<file path="src/hdl/xcbt_regs.svh">
/*
  Constants for the board-level connectivity chain: pin counts, synchroniser depth and reset values.
  Assumes inclusion by bare name from the package and the design modules.
*/
`ifndef XCBT_REGS_SVH
`define XCBT_REGS_SVH

// Chain inputs besides the two entry-request pins
`define XCBT_OTHER_PINS 78
// Flip-flops in each pin synchroniser
`define XCBT_SYNC_STAGES 2
// Test-mode flag after supply power-on reset
`define XCBT_MODE_RST 1'h0
// Event pin level and enable after reset (released, not driven)
`define XCBT_PME_LEVEL_RST 1'h1
`define XCBT_PME_OE_RST 1'h0
// Pin output enables after reset
`define XCBT_PIN_OE_RST 1'h0

`endif

</file>
<file path="src/hdl/xcbt_pkg.sv">
/*
  Types shared by the connectivity chain modules.
  Assumes xcbt_regs.svh is on the include path.
*/
`include "xcbt_regs.svh"

package xcbt_pkg;

  // Level and enable of one driven pin
  typedef struct packed {
    logic level;
    logic oe;
  } xcbt_drive_s;

  // Every chain input pin, gathered in one carrier
  typedef struct packed {
    logic frame_n;
    logic lad0;
    logic [`XCBT_OTHER_PINS-1:0] other;
  } xcbt_pins_s;

  // Test-mode state of the pin multiplexer
  typedef enum logic [0:0] {
    XCBT_NORMAL = 1'b0,
    XCBT_CHAIN = 1'b1
  } xcbt_mode_e;

endpackage

</file>
<file path="src/hdl/xcbt_top.sv">
/*
  Board-level connectivity test mode: entry/exit sampled at the release of the system reset pin,
  pin functions isolated while active, parity of all chain inputs driven on the event pin.
  Assumes rst is the main-supply power-on reset, synchronous to clock, and that the core logic
  behind the pins runs on the same clock.
*/
`timescale 1ns/1ns
`include "xcbt_regs.svh"

module xcbt_top (
  input wire logic clock, // System clock, 125 MHz
  input wire logic rst, // Main-supply power-on reset, active high
  input wire logic system_reset_n_pin, // System reset pin, active low
  input wire logic lpc_frame_n_pin, // Frame pin level
  input wire logic lpc_addr_data_bit0_pin, // Address/data bit 0 pin level
  output logic lpc_addr_data_bit0_out, // Address/data bit 0 drive level
  output logic lpc_addr_data_bit0_oe, // Address/data bit 0 drive enable
  input wire logic [`XCBT_OTHER_PINS-1:0] other_pin_in, // Remaining chain pin levels
  output logic [`XCBT_OTHER_PINS-1:0] other_pin_out, // Remaining pin drive levels
  output logic [`XCBT_OTHER_PINS-1:0] other_pin_oe, // Remaining pin drive enables
  output logic pm_event_n_out, // Event pin level
  output logic pm_event_n_oe, // Event pin drive enable
  output xcbt_pkg::xcbt_pins_s core_pin_in, // Pin levels towards the core
  output logic core_system_reset_n, // Synchronised system reset towards the core
  input wire logic core_lad0_out, // Core address/data bit 0 level
  input wire logic core_lad0_oe, // Core address/data bit 0 enable
  input wire logic [`XCBT_OTHER_PINS-1:0] core_pin_out, // Core drive levels
  input wire logic [`XCBT_OTHER_PINS-1:0] core_pin_oe, // Core drive enables
  input wire xcbt_pkg::xcbt_drive_s core_pme, // Core event pin level and enable
  output logic test_mode // Chain test mode active
);
  import xcbt_pkg::*;

  localparam int NPINS = `XCBT_OTHER_PINS + 2;

  ////////////////////////////////////////////////////////////////////////////////
  // Pin synchronisers

  // Crystal, supply and event pins never reach this vector
  xcbt_pins_s pins_raw;
  xcbt_pins_s pins_sync;
  logic sysrst_sync;
  logic sysrst_prev;
  logic sysrst_rise;

  assign pins_raw.frame_n = lpc_frame_n_pin;
  assign pins_raw.lad0 = lpc_addr_data_bit0_pin;
  assign pins_raw.other = other_pin_in;

  xcbt_sync #(
    .WIDTH(NPINS),
    .RST_VAL({NPINS{1'b1}})
  ) u_pin_sync (
    .clock(clock),
    .rst(rst),
    .d(pins_raw),
    .q(pins_sync)
  );

  xcbt_sync #(
    .WIDTH(1),
    .RST_VAL(1'b0)
  ) u_rst_sync (
    .clock(clock),
    .rst(rst),
    .d(system_reset_n_pin),
    .q(sysrst_sync)
  );

  ////////////////////////////////////////////////////////////////////////////////
  // Mode flag

  xcbt_mode_e mode;

  always_ff @(posedge clock)
  begin
    if (rst)
      sysrst_prev <= 1'h0;
    else
      sysrst_prev <= sysrst_sync;
  end

  assign sysrst_rise = sysrst_sync & ~sysrst_prev;

  // Sampled once per release, so pin activity in mode cannot disturb the flag
  always_ff @(posedge clock)
  begin
    if (rst)
      mode <= XCBT_NORMAL;
    else if (sysrst_rise)
    begin
      case ({pins_sync.frame_n, pins_sync.lad0})
        2'b00: mode <= XCBT_CHAIN;
        default: mode <= XCBT_NORMAL;
      endcase
    end
  end

  assign test_mode = (mode == XCBT_CHAIN);

  ////////////////////////////////////////////////////////////////////////////////
  // Chain

  logic chain_out;

  // Request pins feed the chain like any other input
  xcbt_parity u_parity (
    .clock(clock),
    .rst(rst),
    .pins(pins_sync),
    .parity(chain_out)
  );

  ////////////////////////////////////////////////////////////////////////////////
  // Pin multiplexer

  // Event pin: chain result in mode, core function otherwise
  always_ff @(posedge clock)
  begin
    if (rst)
    begin
      pm_event_n_out <= `XCBT_PME_LEVEL_RST;
      pm_event_n_oe <= `XCBT_PME_OE_RST;
    end
    else
    begin
      case (mode)
        XCBT_CHAIN:
        begin
          pm_event_n_out <= chain_out;
          pm_event_n_oe <= 1'h1;
        end
        default:
        begin
          pm_event_n_out <= core_pme.level;
          pm_event_n_oe <= core_pme.oe;
        end
      endcase
    end
  end

  // All other drivers released in mode; data still registered for glitch-free pins
  always_ff @(posedge clock)
  begin
    if (rst)
    begin
      other_pin_oe <= {`XCBT_OTHER_PINS{`XCBT_PIN_OE_RST}};
      lpc_addr_data_bit0_oe <= `XCBT_PIN_OE_RST;
    end
    else
    begin
      other_pin_oe <= test_mode ? '0 : core_pin_oe;
      lpc_addr_data_bit0_oe <= test_mode ? 1'h0 : core_lad0_oe;
    end
  end

  always_ff @(posedge clock)
  begin
    if (rst)
    begin
      other_pin_out <= '0;
      lpc_addr_data_bit0_out <= 1'h0;
    end
    else
    begin
      other_pin_out <= core_pin_out;
      lpc_addr_data_bit0_out <= core_lad0_out;
    end
  end

  // Core sees idle pins in mode, so tester toggling cannot trigger core activity
  always_ff @(posedge clock)
  begin
    if (rst)
    begin
      core_pin_in <= '1;
      core_system_reset_n <= 1'h0;
    end
    else
    begin
      core_pin_in <= test_mode ? '1 : pins_sync;
      core_system_reset_n <= test_mode ? 1'h0 : sysrst_sync;
    end
  end

endmodule // xcbt_top

</file>
<file path="src/hdl/xcbt_sync.sv">
/*
  Multi-bit two-flop synchroniser for pins arriving from outside the clock domain.
  Assumes each bit is independent; no bus coherence is promised across bits.
*/
`timescale 1ns/1ns

module xcbt_sync #(
  parameter int WIDTH = 1,
  parameter logic [WIDTH-1:0] RST_VAL = '0
) (
  input wire logic clock, // System clock
  input wire logic rst, // Synchronous reset, active high
  input wire logic [WIDTH-1:0] d, // Asynchronous pin levels
  output logic [WIDTH-1:0] q // Synchronised levels
);
  import xcbt_pkg::*;

  logic [WIDTH-1:0] meta;

  // First stage is read only by the second stage
  always_ff @(posedge clock)
  begin
    if (rst)
    begin
      meta <= RST_VAL;
      q <= RST_VAL;
    end
    else
    begin
      meta <= d;
      q <= meta;
    end
  end

endmodule // xcbt_sync

</file>
<file path="src/hdl/xcbt_parity.sv">
/*
  Registered parity of all chain inputs.
  Assumes inputs are already synchronised to clock.
*/
`timescale 1ns/1ns

module xcbt_parity (
  input wire logic clock, // System clock
  input wire logic rst, // Synchronous reset, active high
  input wire xcbt_pkg::xcbt_pins_s pins, // Synchronised chain inputs
  output logic parity // One when an odd number of inputs are high
);
  import xcbt_pkg::*;

  function automatic logic chain_parity(input xcbt_pins_s p);
    chain_parity = ^{p.frame_n, p.lad0, p.other};
  endfunction

  // Any single input flipping flips the result; all low gives low
  always_ff @(posedge clock)
  begin
    if (rst)
      parity <= 1'h0;
    else
      parity <= chain_parity(pins);
  end

endmodule // xcbt_parity

</file>
<file path="config.mk">
export PLATFORM = sky130hd
export DESIGN_NAME = xcbt_top
export DESIGN_NICKNAME = d
export VERILOG_FILES = /design/src/hdl/xcbt_pkg.sv /design/src/hdl/xcbt_top.sv /design/src/hdl/xcbt_sync.sv /design/src/hdl/xcbt_parity.sv
export VERILOG_INCLUDE_DIRS = /design/src /design/src/hdl
export SDC_FILE = /design/constraint.sdc
export NUM_CORES = 1
export LEC_CHECK = 0
export ABC_AREA = 1
export ABC_CLOCK_PERIOD_IN_PS = 1500
export BUFFER_PORTS_ARGS = -buffer_cell sky130_fd_sc_hd__buf_2
export CAP_MARGIN = 20
export CORE_AREA = 2 2 187 189
export CTS_BUF_LIST = sky130_fd_sc_hd__clkbuf_2 sky130_fd_sc_hd__clkbuf_4 sky130_fd_sc_hd__clkbuf_8
export DETAILED_ROUTE_END_ITERATION = 6
export DIE_AREA = 0 0 189 191
export PLACE_DENSITY = 0.63
export SYNTH_ARGS = -nofsm -noshare
export SYNTH_HDL_FRONTEND = slang
export SYNTH_SLANG_ARGS = --single-unit
</file>
<file path="constraint.sdc">
create_clock -name clock -period 1.5 [get_ports clock]
set_input_delay 0.225 -clock clock [delete_from_list [all_inputs] [get_ports clock]]
set_output_delay 0.225 -clock clock [all_outputs]
set_load 0.02 [all_outputs]
</file>
==> flow_summary_export.csv <==
group,metric,value,unit
final_layout,postLayoutCoreUtil,0.5798,
synth,avgSynthCellArea,9.044,sq um
die,start_util,0.3727,
placement,gp_congestion,0.8186,
final_layout,nets,2440,
synth,synth-main-ff-cell,"dfxtp_1",
setup_path,crit_path_cell_trace,"inv_2 > ha_4 > xor2_4 > xor2_2 > nand2_1 > nand2_1 > nand2_1 > nand2_2 > inv_2 > nand2_2 > nand3_2 > nand2_1 > nor2_1",
global_route,grtUsageTotal,0.2031,
setup_path,cp_slowest_cell,"dfxtp_2",
placement,dp_hpwl,24670,microns
clock_tree,cts_tree,"built",
route,detail-route-antenna-nets,0,
route,drt_first_pass_iters,4,
route,viasPerCell,4.150,
clock_tree,cts.sinks,406,
synth,synth_commonest_cells,"dfxtp_1 (406), nand2_1 (304), or2_2 (209), inv_1 (205), nor2_1 (165)",
clock_tree,clk-insertion-delay-late,590,ps
timing,finalSetupViolCount,1,
global_route,grt_remaining_overflow,0,
final_layout,syn2layout_area_growth,55.56,%
timing,worst_pin_slew,398.2,ps
clock_tree,cts_made_buffers,68,
route,drt_wl_total,37980,microns
timing,drv_slew,0,
timing,finalClockSkew,22.06,ps
die,row_count,68,
synth,synth_area_leaders,"dfxtp_1 (64%), or2_2 (10%), nand2_1 (9.0%)",
final_layout,post_route_cells_drive_above_1_share,0.3875,
die,core_area,34120,sq um
setup_path,cp.required,1980,ps
route,drt_iter0_drc,289,
timing,slew_headroom,0.7345,
hold_path,hp-class,"primary input to flip-flop",
die,die_h,191,microns
synth,yosys.cell_types.count,20,
flow_run,max-cap-violations,0,
setup_path,crit_path_frequent_cell,"nand2_1",
setup_path,crit_type,"flip-flop to flip-flop",
power_and_ir_drop,p_leak,0.01020,uW
final_layout,fillers,2807,
setup_path,critPathCaptureType,"flip-flop",
timing,min_period,1652,ps
synth,synth_edf_count,0,
power_and_ir_drop,vdd_drop_max,0.9257,mV
synth,syn_area,12720,sq um
route,routedWlPerCell,14.08,microns
setup_path,worstPathMaxFanout,2,
global_route,grt_start_max_net_pins,103,
synth,yosys.area.top_type,"dfxtp_1",
global_route,grt_pass1_vias,11595,
clock_tree,htreeDepth,3,
setup_path,startpoint,"u_pin_sync.q[78]$_SDFF_PP1_",
synth,synth_nets,1650,
run_status,violations,"setup timing",
clock_tree,clockBufferDepth,3,
global_route,antenna_found_initial,3,
synth,netlist.area_leader.share,0.6392,
die,die_area,36100,sq um
hold_path,hold_start,"rst",
timing,hold_violations,0,
setup_path,crit_path_start_kind,"flip-flop",
timing,setup_ws,-152.0,ps
synth,synthCells,1406,
synth,synthArstFlopShare,0,
clock_tree,cts_root_buf,"clkbuf_8",
timing,rsz0062_at_grt,"yes",
setup_path,slowest_delay,320,ps
route,drc,0,
setup_path,r2r_cells,13,
synth,ys_ff_latch,406,
timing,fmax,605.3,MHz
final_layout,layout.cells.non_filler,2698,
setup_path,r2r-start,"u_pin_sync.q[78]$_SDFF_PP1_",
timing,fin_crit_sh,1.101,
run_status,outcome,"finished, violations left",
die,ios,485,
synth,synth_warnings,0,
synth,synth.most_common_cell,"dfxtp_1",
power_and_ir_drop,power_density,1228,nW/um^2
placement,io_buffers,484,
placement,dp_cells,2336,
global_route,grt_first_pass_wirelength,57230,microns
synth,ys_seq_area_frac,0.6392,
die,fp.dieW,189,microns
hold_path,hold_path_depth,3,
route,vias,11198,
clock_tree,path_clk_slew,60,ps
setup_path,critical_path_arrival,2130,ps
cell usage in the layout, fill, tap and decap left out, types with 5 or more instances in the layout:
cell type and instances:
xor2_1 19, buf_12 5, or2_2 209, nor2_1 165, inv_1 201, clkinv_2 6, nand2_1 303, nand3_1 12
clkbuf_4 20, buf_2 482, clkbuf_8 86, dfxtp_1 402, xnor2_1 24, nand2_2 6, buf_4 32, dlygate4sd3_1 244
critical path: cells and delay by family (launching register included):
family / cells / cell delay, ps
xor+xnor: 2 / 360
fa+ha+maj: 1 / 280
buf+inv: 2 / 80
flops: 1 / 320
simple gates: 8 / 520
cell families after synthesis:
group / Yosys count / synth area share
AO/OA/AOI/OAI: 3 / 0.001574
XOR/XNOR: 48 / 0.03365
adder cells (fa/ha/maj): 1 / 0.0009838
buffers and inverters: 250 / 0.07409
flip-flops: 406 / 0.6392
AND/OR/NAND/NOR: 698 / 0.2505
per-stage QoR:
stage | setup slack (ps) | TNS [ps] | power, uW | hold WS, ps | area (sq um)
final | -152.0 | -152.0 | 24280 | 146.8 | 19780
after global routing | -307.5 | -307.5 | 25370 | 125.9 | 19780
after CTS | -136.8 | -136.8 | 24500 | 93.66 | 19730
after detailed placement | -141.0 | -141.0 | 14140 | 392.3 | 15890
after global placement | -141.4 | -141.4 | 14080 | 390.9 | 15890
after floorplan | -31.89 | -31.89 | 13120 | 328.8 | 12730
metal layers:
layer	global-route usage	wire, microns	part of all wire	vias up
met1	0.1934	13870	0.37	5080
met2	0.3931	20150	0.53	412
met4	0.09255	1304	0.034	0
met3	0.06536	2659	0.070	74
met5	0	0	0	-
li1	-	-	-	5632
state kept, by name (all words and copies together) (netlist names):
signal                  count
core_pin_in                80
core_system_reset_n         1
lpc_addr_data_bit0_oe       1
lpc_addr_data_bit0_out      1
other_pin_oe               78
other_pin_out              78
pm_event_n_oe               1
pm_event_n_out              1
sysrst_prev                 1
test_mode                   1
u_parity.parity             1
u_pin_sync.meta            80
u_pin_sync.q               80
u_rst_sync.meta             1
u_rst_sync.q                1
final timing paths:
kind	slack [ps]	endpoint
max	-150	u_parity.parity$_SDFF_PP0_
min	150	other_pin_out[43]$_SDFF_PP0_
max reg2reg	-150	u_parity.parity$_SDFF_PP0_
min reg2reg	390	u_pin_sync.q[38]$_SDFF_PP1_
report_power, final:
group          internal (uW)  switching [uW]  total (uW)
sequential             11300             191       11500
clock                   5620            4190        9810
combinational           1400            1570        2970
total                  18300            5950       24300
timing repair:
| item | in CTS | in global routing |
|---|---|---|
| endpoints found under the hold margin | 245 | 0 |
| endpoints found under the setup margin | 2 | 1 |
| buffers inserted | 1 | 0 |
| hold buffers | 244 | 0 |
| pin swaps | 5 | 9 |
| resized for setup | 3 | 7 |
| gates cloned | 0 | 0 |
cell type report:
| class | count | area (sq um) | share of cell area |
|---|---|---|---|
| Antenna cell | 3 | 7.507 | 0.0003795 |
| Clock buffer | 106 | 1334 | 0.06743 |
| Clock inverter | 8 | 45.04 | 0.002277 |
| Inverter | 206 | 775.7 | 0.03922 |
| Multi-Input combinational cell | 750 | 3711 | 0.1876 |
| Sequential cell | 406 | 8133 | 0.4111 |
| Tap cell | 455 | 569.3 | 0.02878 |
| Timing Repair Buffer | 764 | 5206 | 0.2632 |
No activity file was read; power rests on OpenSTA's default activity.
